--- src/alert_status_defs.svh ---
// constants for the primary alert status register
// Notes on behaviour
// (RULE_01) scan-done bit 15 set when measurement completes
// (RULE_02) scan-done follows scan-complete flag, not writable
// (RULE_03) power-on event bit 14 resets to one
// (RULE_04) power-on event cleared only by writing zero
// (RULE_05) chain host clears power-on after power-up, enumeration
// (RULE_06) serial host clears power-on right after power-up
// (RULE_07) mismatch bit 13 updated each acquisition
// (RULE_08) bit 12 ORs cell overvoltage flags 14:1
// (RULE_09) bit 11 ORs cell undervoltage flags 14:1
// (RULE_10) bit 10 block overvoltage, per block acquisition
// (RULE_11) bit 9 block undervoltage, per block acquisition
// (RULE_12) bit 8 ORs aux cold flags 5:0
// (RULE_13) bit 7 ORs aux hot flags 5:0
// (RULE_14) bit 6 ORs current amp over/under
// (RULE_15) summary bits reflect secondary status registers
// (RULE_16) bit 5 ORs packet-check and crc errors
// (RULE_17) bit 2 ORs enabled balancing alerts
// (RULE_18) bits 1,0 OR failure-mode registers
// (RULE_19) writes to summary bits are ignored
`ifndef ALERT_STATUS_DEFS_SVH
`define ALERT_STATUS_DEFS_SVH
`define PAS_ADDR 8'h02
`define PAS_RESET 16'h4000
`define PAS_BIT_SCAN 15
`define PAS_BIT_POR 14
`define PAS_BIT_MSMTCH 13
`define PAS_BIT_CELL_OV 12
`define PAS_BIT_CELL_UV 11
`define PAS_BIT_BLK_OV 10
`define PAS_BIT_BLK_UV 9
`define PAS_BIT_AUX_OV 8
`define PAS_BIT_AUX_UV 7
`define PAS_BIT_CSA 6
`define PAS_BIT_PEC 5
`define PAS_BIT_INTRFC 4
`define PAS_BIT_CAL 3
`define PAS_BIT_CBAL 2
`define PAS_BIT_FM2 1
`define PAS_BIT_FM1 0
`endif

--- src/alert_status_pkg.sv ---
// types for the primary alert status register
package alert_status_pkg;
  typedef struct packed {
    logic [15:0] status;
  } pas_state_t;
  typedef struct packed {
    logic [13:0] adc_cell_over_flags;
    logic [13:0] comparator_cell_over_flags;
    logic [13:0] adc_cell_under_flags;
    logic [13:0] comparator_cell_under_flags;
    logic [5:0] adc_aux_over_flags;
    logic [5:0] comparator_aux_over_flags;
    logic [5:0] adc_aux_under_flags;
    logic [5:0] comparator_aux_under_flags;
    logic current_amp_over_flag;
    logic current_amp_under_flag;
    logic mismatch_cond;
    logic block_over_cond;
    logic block_under_cond;
  } meas_flags_t;
  typedef struct packed {
    logic up_path_check_error;
    logic down_path_check_error;
    logic serial_crc_error;
    logic [15:0] interface_error_status;
    logic [4:0] calibration_alerts;
    logic [4:0] balancing_alerts;
    logic [4:0] balancing_enable;
    logic [15:0] failure_mode_two;
    logic [15:0] failure_mode_one;
  } side_flags_t;
endpackage

--- src/status_or_reduce.sv ---
// parameterised OR reduction of two flag vectors
`timescale 1ns/1ps
module status_or_reduce #(
  parameter int WIDTH = 14
) (
  input wire logic [WIDTH-1:0] a_i,
  input wire logic [WIDTH-1:0] b_i,
  output logic any_o
);
  if (WIDTH < 1) begin
    $error("width must be at least one");
  end
  assign any_o = |(a_i | b_i);
endmodule

--- src/alert_status_summary.sv ---
// primary alert status register with summary logic
`timescale 1ns/1ps
`include "alert_status_defs.svh"
module alert_status_summary #(
  parameter int CELLS = 14,
  parameter int AUX = 6
) (
  // clock and reset
  input wire logic clk_i,
  input wire logic sys_rst_i,
  // register access from the serial interface logic
  input wire logic [7:0] reg_addr_i,
  input wire logic reg_wr_i,
  input wire logic [15:0] reg_wdata_i,
  output logic [15:0] reg_rdata_o,
  output logic reg_hit_o,
  // measurement side
  input wire logic scan_complete_flag_i,
  input wire logic acq_done_i,
  input wire logic block_acq_done_i,
  input wire alert_status_pkg::meas_flags_t meas_i,
  // secondary summaries, already level flags
  input wire alert_status_pkg::side_flags_t side_i,
  // register image
  output logic [15:0] primary_alert_status_o
);
  // the flag vectors are fixed by meas_flags_t, so other widths cannot be served
  if (CELLS != 14 || AUX != 6) begin
    $error("flag widths fixed by meas_flags_t");
  end

  alert_status_pkg::pas_state_t state_reg;
  alert_status_pkg::pas_state_t state_next;
  logic cell_ov_any;
  logic cell_uv_any;
  logic aux_ov_any;
  logic aux_uv_any;
  logic por_wr_zero;
  logic amp_any;
  logic pec_any;
  logic bal_any;

  status_or_reduce #(.WIDTH(CELLS)) u_cell_ov (
    .a_i(meas_i.adc_cell_over_flags),
    .b_i(meas_i.comparator_cell_over_flags),
    .any_o(cell_ov_any)
  );
  status_or_reduce #(.WIDTH(CELLS)) u_cell_uv (
    .a_i(meas_i.adc_cell_under_flags),
    .b_i(meas_i.comparator_cell_under_flags),
    .any_o(cell_uv_any)
  );
  status_or_reduce #(.WIDTH(AUX)) u_aux_ov (
    .a_i(meas_i.adc_aux_over_flags),
    .b_i(meas_i.comparator_aux_over_flags),
    .any_o(aux_ov_any)
  );
  status_or_reduce #(.WIDTH(AUX)) u_aux_uv (
    .a_i(meas_i.adc_aux_under_flags),
    .b_i(meas_i.comparator_aux_under_flags),
    .any_o(aux_uv_any)
  );

  // a write with bit 14 at one is no request at all, so only a zero can clear
  assign por_wr_zero = reg_wr_i && (reg_addr_i == `PAS_ADDR) && !reg_wdata_i[`PAS_BIT_POR];
  assign amp_any = meas_i.current_amp_over_flag | meas_i.current_amp_under_flag;
  // crc and both packet-check paths share one bit; interface errors sit elsewhere
  assign pec_any = side_i.up_path_check_error | side_i.down_path_check_error | side_i.serial_crc_error;
  // a balancing alert that is not enabled must not reach the summary
  assign bal_any = |(side_i.balancing_alerts & side_i.balancing_enable);

  always_comb begin
    state_next = state_reg;
    // only bit 14 takes a write; all other bits are source-driven [RULE_19]
    if (por_wr_zero) begin
      state_next.status[`PAS_BIT_POR] = 1'b0; // [RULE_04]
    end
    state_next.status[`PAS_BIT_SCAN] = scan_complete_flag_i; // [RULE_01] [RULE_02]
    // measurement summaries refresh only at acquisition boundaries; in between they hold
    // even if the sources clear, so a read always shows the last finished result
    if (acq_done_i) begin
      state_next.status[`PAS_BIT_MSMTCH] = meas_i.mismatch_cond; // [RULE_07]
      state_next.status[`PAS_BIT_CELL_OV] = cell_ov_any; // [RULE_08]
      state_next.status[`PAS_BIT_CELL_UV] = cell_uv_any; // [RULE_09]
      state_next.status[`PAS_BIT_AUX_OV] = aux_ov_any; // [RULE_12]
      state_next.status[`PAS_BIT_AUX_UV] = aux_uv_any; // [RULE_13]
      state_next.status[`PAS_BIT_CSA] = amp_any; // [RULE_14]
    end
    if (block_acq_done_i) begin
      state_next.status[`PAS_BIT_BLK_OV] = meas_i.block_over_cond; // [RULE_10]
      state_next.status[`PAS_BIT_BLK_UV] = meas_i.block_under_cond; // [RULE_11]
    end
    // secondary summaries track their sources continuously [RULE_15]
    state_next.status[`PAS_BIT_PEC] = pec_any; // [RULE_16]
    state_next.status[`PAS_BIT_INTRFC] = |side_i.interface_error_status;
    state_next.status[`PAS_BIT_CAL] = |side_i.calibration_alerts;
    state_next.status[`PAS_BIT_CBAL] = bal_any; // [RULE_17]
    state_next.status[`PAS_BIT_FM2] = |side_i.failure_mode_two; // [RULE_18]
    state_next.status[`PAS_BIT_FM1] = |side_i.failure_mode_one; // [RULE_18]
  end

  always_ff @(posedge clk_i or posedge sys_rst_i) begin
    if (sys_rst_i) begin
      state_reg <= '{status: `PAS_RESET}; // [RULE_03]
    end else begin
      state_reg <= state_next;
    end
  end

  assign reg_hit_o = (reg_addr_i == `PAS_ADDR);
  // unmapped addresses read zero so the bus mux can OR answers together
  assign reg_rdata_o = reg_hit_o ? state_reg.status : 16'h0000;
  assign primary_alert_status_o = state_reg.status;

  // when to clear the power-on flag is up to the host; this block only latches it until a zero
  // write lands, so a reset that follows the clear stays visible

  // scan-done is a registered copy of the scan flag, one cycle late, and no write reaches it
  scan_follow_a: assert property (@(posedge clk_i) disable iff (sys_rst_i) // [RULE_02]
    ##1 state_reg.status[`PAS_BIT_SCAN] == $past(scan_complete_flag_i))
    else $error("scan-done does not follow the scan flag");
  scan_sets_a: assert property (@(posedge clk_i) disable iff (sys_rst_i) // [RULE_01]
    $rose(scan_complete_flag_i) |=> state_reg.status[`PAS_BIT_SCAN])
    else $error("scan-done not set after completion");
  scan_clear_a: assert property (@(posedge clk_i) disable iff (sys_rst_i) // [RULE_02]
    $fell(scan_complete_flag_i) |=> !state_reg.status[`PAS_BIT_SCAN])
    else $error("scan-done not cleared with the scan flag");
  scan_nowrite_a: assert property (@(posedge clk_i) disable iff (sys_rst_i) // [RULE_02]
    reg_wr_i && $stable(scan_complete_flag_i) |=> $stable(state_reg.status[`PAS_BIT_SCAN]))
    else $error("a write moved scan-done");

  // power-on flag: one out of reset, cleared by a zero write only
  por_reset_a: assert property (@(posedge clk_i) // [RULE_03]
    $fell(sys_rst_i) |-> state_reg.status[`PAS_BIT_POR])
    else $error("power-on flag not one after reset");
  reset_value_a: assert property (@(posedge clk_i) // [RULE_03]
    $fell(sys_rst_i) |-> state_reg.status == `PAS_RESET)
    else $error("status not at its reset value after reset");
  por_clear_a: assert property (@(posedge clk_i) disable iff (sys_rst_i) // [RULE_04]
    reg_wr_i && reg_addr_i == `PAS_ADDR && !reg_wdata_i[`PAS_BIT_POR] |=> !state_reg.status[`PAS_BIT_POR])
    else $error("power-on flag not cleared by zero write");
  por_one_write_a: assert property (@(posedge clk_i) disable iff (sys_rst_i) // [RULE_04]
    reg_wr_i && reg_addr_i == `PAS_ADDR && reg_wdata_i[`PAS_BIT_POR] && !state_reg.status[`PAS_BIT_POR]
      |=> !state_reg.status[`PAS_BIT_POR])
    else $error("writing one set the power-on flag");
  por_hold_a: assert property (@(posedge clk_i) disable iff (sys_rst_i) // [RULE_04]
    !(reg_wr_i && reg_addr_i == `PAS_ADDR && !reg_wdata_i[`PAS_BIT_POR])
      |=> state_reg.status[`PAS_BIT_POR] == $past(state_reg.status[`PAS_BIT_POR]))
    else $error("power-on flag changed without zero write");

  // acquisition summaries load on their strobe and hold in between
  mismatch_a: assert property (@(posedge clk_i) disable iff (sys_rst_i) // [RULE_07]
    acq_done_i |=> state_reg.status[`PAS_BIT_MSMTCH] == $past(meas_i.mismatch_cond))
    else $error("mismatch alert wrong");
  cell_ov_a: assert property (@(posedge clk_i) disable iff (sys_rst_i) // [RULE_08]
    acq_done_i |=> state_reg.status[`PAS_BIT_CELL_OV]
      == $past(|(meas_i.adc_cell_over_flags | meas_i.comparator_cell_over_flags)))
    else $error("cell overvoltage summary wrong");
  cell_uv_a: assert property (@(posedge clk_i) disable iff (sys_rst_i) // [RULE_09]
    acq_done_i |=> state_reg.status[`PAS_BIT_CELL_UV]
      == $past(|(meas_i.adc_cell_under_flags | meas_i.comparator_cell_under_flags)))
    else $error("cell undervoltage summary wrong");
  aux_cold_a: assert property (@(posedge clk_i) disable iff (sys_rst_i) // [RULE_12]
    acq_done_i |=> state_reg.status[`PAS_BIT_AUX_OV]
      == $past(|(meas_i.adc_aux_over_flags | meas_i.comparator_aux_over_flags)))
    else $error("aux cold summary wrong");
  aux_hot_a: assert property (@(posedge clk_i) disable iff (sys_rst_i) // [RULE_13]
    acq_done_i |=> state_reg.status[`PAS_BIT_AUX_UV]
      == $past(|(meas_i.adc_aux_under_flags | meas_i.comparator_aux_under_flags)))
    else $error("aux hot summary wrong");
  amp_sum_a: assert property (@(posedge clk_i) disable iff (sys_rst_i) // [RULE_14]
    acq_done_i |=> state_reg.status[`PAS_BIT_CSA]
      == $past(meas_i.current_amp_over_flag | meas_i.current_amp_under_flag))
    else $error("current amp summary wrong");
  cell_hold_a: assert property (@(posedge clk_i) disable iff (sys_rst_i) // [RULE_07]
    !acq_done_i |=> $stable(state_reg.status[13:6] & 8'he7))
    else $error("acquisition summary changed between acquisitions");
  write_ignore_a: assert property (@(posedge clk_i) disable iff (sys_rst_i) // [RULE_19]
    reg_wr_i && !acq_done_i && !block_acq_done_i |=> $stable(state_reg.status[13:6]))
    else $error("a write changed a measurement summary");

  // block summaries follow the block strobe only
  block_ov_a: assert property (@(posedge clk_i) disable iff (sys_rst_i) // [RULE_10]
    block_acq_done_i |=> state_reg.status[`PAS_BIT_BLK_OV] == $past(meas_i.block_over_cond))
    else $error("block overvoltage bit wrong");
  block_uv_a: assert property (@(posedge clk_i) disable iff (sys_rst_i) // [RULE_11]
    block_acq_done_i |=> state_reg.status[`PAS_BIT_BLK_UV] == $past(meas_i.block_under_cond))
    else $error("block undervoltage bit wrong");
  block_hold_a: assert property (@(posedge clk_i) disable iff (sys_rst_i) // [RULE_10]
    !block_acq_done_i |=> $stable(state_reg.status[10:9]))
    else $error("block summary changed between block acquisitions");

  // secondary summaries are registered copies of their sources
  pec_a: assert property (@(posedge clk_i) disable iff (sys_rst_i) // [RULE_16]
    ##1 state_reg.status[`PAS_BIT_PEC] == $past(side_i.serial_crc_error | side_i.up_path_check_error
      | side_i.down_path_check_error))
    else $error("packet-check summary wrong");
  iface_sum_a: assert property (@(posedge clk_i) disable iff (sys_rst_i) // [RULE_15]
    ##1 state_reg.status[`PAS_BIT_INTRFC] == $past(|side_i.interface_error_status))
    else $error("interface error summary wrong");
  cal_sum_a: assert property (@(posedge clk_i) disable iff (sys_rst_i) // [RULE_15]
    ##1 state_reg.status[`PAS_BIT_CAL] == $past(|side_i.calibration_alerts))
    else $error("calibration summary wrong");
  balance_a: assert property (@(posedge clk_i) disable iff (sys_rst_i) // [RULE_17]
    ##1 state_reg.status[`PAS_BIT_CBAL] == $past(|(side_i.balancing_alerts & side_i.balancing_enable)))
    else $error("balancing summary wrong");
  fm_a: assert property (@(posedge clk_i) disable iff (sys_rst_i) // [RULE_18]
    ##1 state_reg.status[1:0] == {$past(|side_i.failure_mode_two), $past(|side_i.failure_mode_one)})
    else $error("failure-mode summaries wrong");

  // the read port shows the register at its address and zero elsewhere
  read_map_a: assert property (@(posedge clk_i) disable iff (sys_rst_i)
    reg_hit_o |-> reg_rdata_o == primary_alert_status_o)
    else $error("read data differs from the register");
  read_other_a: assert property (@(posedge clk_i) disable iff (sys_rst_i)
    !reg_hit_o |-> reg_rdata_o == 16'h0000)
    else $error("unmapped read not zero");

  cov_por_clear: cover property (@(posedge clk_i) disable iff (sys_rst_i) por_wr_zero);
  cov_scan: cover property (@(posedge clk_i) disable iff (sys_rst_i) $rose(state_reg.status[`PAS_BIT_SCAN]));
  cov_cell_ov: cover property (@(posedge clk_i) disable iff (sys_rst_i) acq_done_i && cell_ov_any);
  cov_block_uv: cover property (@(posedge clk_i) disable iff (sys_rst_i)
    block_acq_done_i && meas_i.block_under_cond);
  cov_balance: cover property (@(posedge clk_i) disable iff (sys_rst_i) $rose(state_reg.status[`PAS_BIT_CBAL]));
endmodule

--- config.mk ---
export PLATFORM = sky130hd
export DESIGN_NAME = alert_status_summary
export DESIGN_NICKNAME = d
export VERILOG_FILES = /design/src/alert_status_pkg.sv /design/src/status_or_reduce.sv /design/src/alert_status_summary.sv
export VERILOG_INCLUDE_DIRS = /design/src
export SDC_FILE = /design/constraint.sdc
export NUM_CORES = 1
export LEC_CHECK = 0
export BUFFER_PORTS_ARGS = -buffer_cell sky130_fd_sc_hd__buf_2
export CORE_AREA = 2 2 84 86
export DETAILED_ROUTE_END_ITERATION = 7
export DIE_AREA = 0 0 86 88
export GPL_TIMING_DRIVEN = 0
export HOLD_SLACK_MARGIN = 0.03
export MAX_ROUTING_LAYER = met4
export PLACE_DENSITY_LB_ADDON = 0.08
export SLEW_MARGIN = 5
export SYNTH_ARGS = -nofsm -noshare
export SYNTH_HDL_FRONTEND = slang
export SYNTH_SLANG_ARGS = --single-unit
--- constraint.sdc ---
create_clock -name clk_i -period 2.16 [get_ports clk_i]
set_input_delay 0.432 -clock clk_i [delete_from_list [all_inputs] [get_ports clk_i]]
set_output_delay 0.432 -clock clk_i [all_outputs]
set_load 0.005 [all_outputs]
=== After elaboration in Yosys (flattened, before gate mapping) ===
Index checks and enable logic that the tools add are counted.

* Reduce and logical (&&, ||, !) cells: 12
* $lt $le $gt $ge: 0
* Equality and inequality tests: 1
* Multipliers: 0
* Shift-type cells: 0
* Divide/modulo/power cells: 0
* Add/sub/neg operators: 0
* Mux-type cells: 1
* Bitwise logic cells: 8

{| class="wikitable"
|+ Operators by type and width
! cell !! number
|-
| 16-bit OR reduction || 3
|-
| 14-bit bitwise OR || 2
|-
| 14-bit OR reduction || 2
|-
| 16-bit 2-to-1 mux || 1
|-
| 6-bit bitwise OR || 2
|-
| 6-bit OR reduction || 2
|-
| 5-bit OR reduction || 2
|-
| 8-bit by 2-bit equality test with 1-bit output (second input constant) || 1
|-
| 5-bit AND || 1
|-
| 1-bit bitwise OR || 3
|-
| 1-bit logical AND || 2
|-
| 1-bit zero test || 1
|}

* Logic and storage cells: 26
* ROM bits: 0
* RAM bits: 0
* Flip-flop bits (word level): 16
* Bits in latches: 0
* Memories kept: 0

=== Logic depth before layout (Yosys ltp) ===
* Depth in word-level cells: 3
* Depth in mapped cells: 5
* Gate-level depth less buffers: 3

=== Cells and area by module ===
A second synthesis with hierarchy kept.

* Cell total of the unflattened synthesis: 123
* Area, all modules: 992.2 um^2

{| class="wikitable"
|+ Modules (own cells, without submodules)
! module !! sequential area each (um^2) !! instances !! cells each !! area each (um^2)
|-
| alert_status_summary || 401.6 || 1 || 97 || 827.0
|-
| status_or_reduce (u_cell_ov ...) || 0.0 || 2 || 9 || 58.8
|-
| status_or_reduce (u_aux_ov ...) || 0.0 || 2 || 4 || 23.8
|}

=== Least setup slack after synthesis ===
OpenSTA, ideal clock, no wires.

* Path kind: input to output
* Start point: input port reg_addr_i[3]
* End point: output port reg_rdata_o[10]
* Required time: 1,728 ps
* Slack: 507 ps
* Buffers on the path: 2
* Data arrival time: 1,221 ps
* Cell stages on the path: 5
* Cells stage by stage: nor4_1 and4b_1 buf_4 buf_6 and2_1

* Word-level cells in the longest chain between the ends: 2

{| class="wikitable"
|+ RTL lines
! element !! RTL line !! source
|-
| start: declaration || alert_status_summary.sv:12 || <nowiki>input wire logic [7:0] reg_addr_i,</nowiki>
|-
| 8-bit by 2-bit equality test with 1-bit output (no source line) || n/a ||
|-
| named net reg_hit_o || alert_status_summary.sv:16 || <nowiki>output logic reg_hit_o,</nowiki>
|-
| 16-bit 2-to-1 mux || alert_status_summary.sv:112 || <nowiki>assign reg_rdata_o = reg_hit_o ? state_reg.status : 16'h0000;</nowiki>
|-
| end: declaration || alert_status_summary.sv:15 || <nowiki>output logic [15:0] reg_rdata_o,</nowiki>
|}

The timed path passes the listed nets, and every way through them passes these cells.

=== Final worst setup path ===
* Start point: input port reg_addr_i[3]
* End point: output port reg_rdata_o[13]

* Word-level cells in the longest chain between the ends: 2

{| class="wikitable"
|+ RTL lines
! element !! RTL line
|-
| 8-bit by 2-bit equality test with 1-bit output (no source line) || n/a
|-
| 16-bit 2-to-1 mux || alert_status_summary.sv:112
|}

Every way passes these cells.

==> flow_summary.json <==
{
  "floorplan.initialDensity_pct": 14.2,
  "clk_latency_ns": 0.25,
  "cp_num_buf_inv": 4,
  "clkTransAtPathRegs_ns": 0.07,
  "path_max_fanout": 10,
  "fmax_mhz": 497,
  "nets": 486,
  "ys_warn_count": 0,
  "crit_top_cell": "buf_2",
  "drc_errors": 0,
  "finalMaxSlewViolations": 0,
  "rrSetupSlack_ns": 1.38,
  "ys_async_sr_fraction_pct": 100,
  "die_w_um": 86,
  "synth_area_leaders": "dfrtp_1 (40%), nor4_1 (19%), and2_1 (11%)",
  "min_period_ns": 2.01,
  "setup_ws_ns": 0.149,
  "grt_pass1_wl_um": 6640,
  "status": "complete, no violations",
  "cp-start-kind": "input pin",
  "hold_slack_ns": 0.263,
  "syn_area_um2": 946,
  "port_buffers": 198,
  "drt_pre_antenna_iters": 4,
  "postCtsResizedCells": 0,
  "finalWeightedCongestion": 0.727,
  "die_h_um": 88,
  "tns_ns": 0,
  "largest_reg_flops": 16,
  "cellPowerDensity_nw_per_um2": 377,
  "grt_pass1_vias": 1564,
  "synth.most_common_cell": "nor4_1",
  "holdBufCountCts": 0,
  "finalSetupViolCount": 0,
  "rsz0062_at_grt": "false",
  "ios": 214,
  "synth_common_cells": "nor4_1 (29), and2_1 (16), dfrtp_1 (15)",
  "vdd_drop_max_v": 0.000332,
  "cp_data_required_time_ns": 1.73,
  "overflow": 0,
  "slowest_delay_ns": 0.25,
  "ant_nets": 0,
  "wl_per_cell_um": 12.3,
  "routed_wirelength_um": 4740,
  "antenna_found_initial": 0,
  "ys_seq_area_share_pct": 42.5,
  "syn_avg_cell_area_um2": 9.27,
  "synthCells": 102,
  "crit_start": "reg_addr_i[3]",
  "cts_tree": "done",
  "drt-initial-drc-count": 10,
  "yosys.area.top_type": "dfrtp_1",
  "seq_area_um2": 402,
  "dp_hpwl_um": 4210,
  "root_buffer": "clkbuf_8",
  "post-place-ws_ns": 0.117,
  "path_class": "in2out",
  "yosysTopAreaCellShare_pct": 39.7,
  "critPathTopFamily": "simple AND/OR/NAND/NOR gates",
  "vias": 1641,
  "path_depth": 7,
  "grt_max_degree": 17,
  "yosysUniqueCellTypes": 22,
  "slew_headroom_pct": 56.1,
  "cp_data_arrival_time_ns": 1.58,
  "hold_class": "in2async",
  "critPathCapture": "reg_rdata_o[13]",
  "r2r_cells": 2,
  "r2r_end": "primary_alert_status_o[14]$_DFFE_PP1P_",
  "path_cells": "buf_2 > nor4_1 > and4b_1 > buf_4 > buf_6 > and2_1 > buf_2",
  "end_kind": "output port",
  "synth_ff_type": "dfrtp_1",
  "clock_sinks": 16,
  "via_per_inst": 4.27,
  "rows": 30,
  "num-fill-cells": 726,
  "post_cts_buffers": 0,
  "layout-drive-gt1-share_pct": 68.8,
  "global_route.usage.total_pct": 11.7,
  "die_area_um2": 7570,
  "p_leak_uw": 0.00113,
  "area_growth_pct": 121,
  "finalCritPeriodShare_pct": 93.1,
  "cts_buffers": 3,
  "cpMaxStageDelayCell": "nor4_1",
  "ys_ff_latch": 16,
  "synth_fp_nets": 283,
  "finalClockSkew_ns": 0,
  "fin_util_pct": 31.5,
  "drv_cap": 0,
  "reg2reg_from": "primary_alert_status_o[14]$_DFFE_PP1P_",
  "core_um2": 6640,
  "hold_viol": 0,
  "h-tree-depth": 1,
  "multi_input_area_um2": 509,
  "clk_path_buf_depth": 2,
  "worst_pin_slew_ns": 0.658,
  "antenna_cells": 0,
  "synth_edf_count": 0
}
cells by family after synthesis:
kind of cell / after synthesis / synth area share, %
AND/OR/NAND/NOR: 69 / 43.5
flip-flops: 16 / 42.5
AO/OA/AOI/OAI: 8 / 6.75
buffers and inverters: 6 / 3.70
multiplexers: 3 / 3.57
worst reg2reg max path: cells and delay by family, from the launching register on:
family,cells,cell delay (ns)
AO/OA/AOI/OAI,1,0.13
flip-flops,1,0.53
buffers and inverters,1,0.04
placed cells by master, fill, tap and decap left out:
cell,instances
a31oi_1,1
and4b_1,1
and2_1,16
o22a_1,2
buf_4,1
a21oi_1,1
a22oi_1,1
dfrtp_1,15
nor4b_1,2
nand2_1,2
mux2_2,3
nand4_1,7
clkbuf_8,4
a41oi_1,2
a222oi_1,1
nor3_1,3
buf_2,199
or3_1,1
inv_1,3
dfstp_2,1
buf_6,1
nor4_1,29
nor2_1,8
layout make-up:
type,count,share of cell area [%]
Multi-Input combinational cell,80,24.3
Tap cell,80,4.78
Buffer,3,1.14
Inverter,3,0.538
Timing Repair Buffer,198,47.4
Sequential cell,16,19.2
Clock buffer,4,2.63
worst min path at each step:
stage / end / depth (start not counted)
after global placement: primary_alert_status_o[14]$_DFFE_PP1P_ / 2
after detailed placement: primary_alert_status_o[14]$_DFFE_PP1P_ / 2
after floorplan: primary_alert_status_o[0]$_DFF_PP0_ / 1
after global routing: primary_alert_status_o[15]$_DFF_PP0_ / 1
after CTS: primary_alert_status_o[15]$_DFF_PP0_ / 1
final: primary_alert_status_o[4]$_DFF_PP0_ / 2
metal layers:
metal	vias up	part of all wire [%]	global-route usage [%]
met1	702	35	11.7
li1	809	-	-
met2	128	50	22.3
met5	-	0	-
met4	0	0.65	2.16
met3	2	14	3.58
per-stage QoR:
step           cells  cell area, um2  power (uW)
6_report         384            2090         789
5_1_grt          384            2090         841
4_1_cts          384            2090         810
3_5_place_dp     380            2040         528
3_3_place_gp     380            2040         525
2_1_floorplan    102             946         359
power breakdown:
group | switching (uW) | internal [uW] | leakage (uW)
clock network | 109 | 162 | 0.0000288
registers | 6.93 | 312 | 0.000157
logic | 69.1 | 130 | 0.000942
Power figures use the tool's default switching activity.
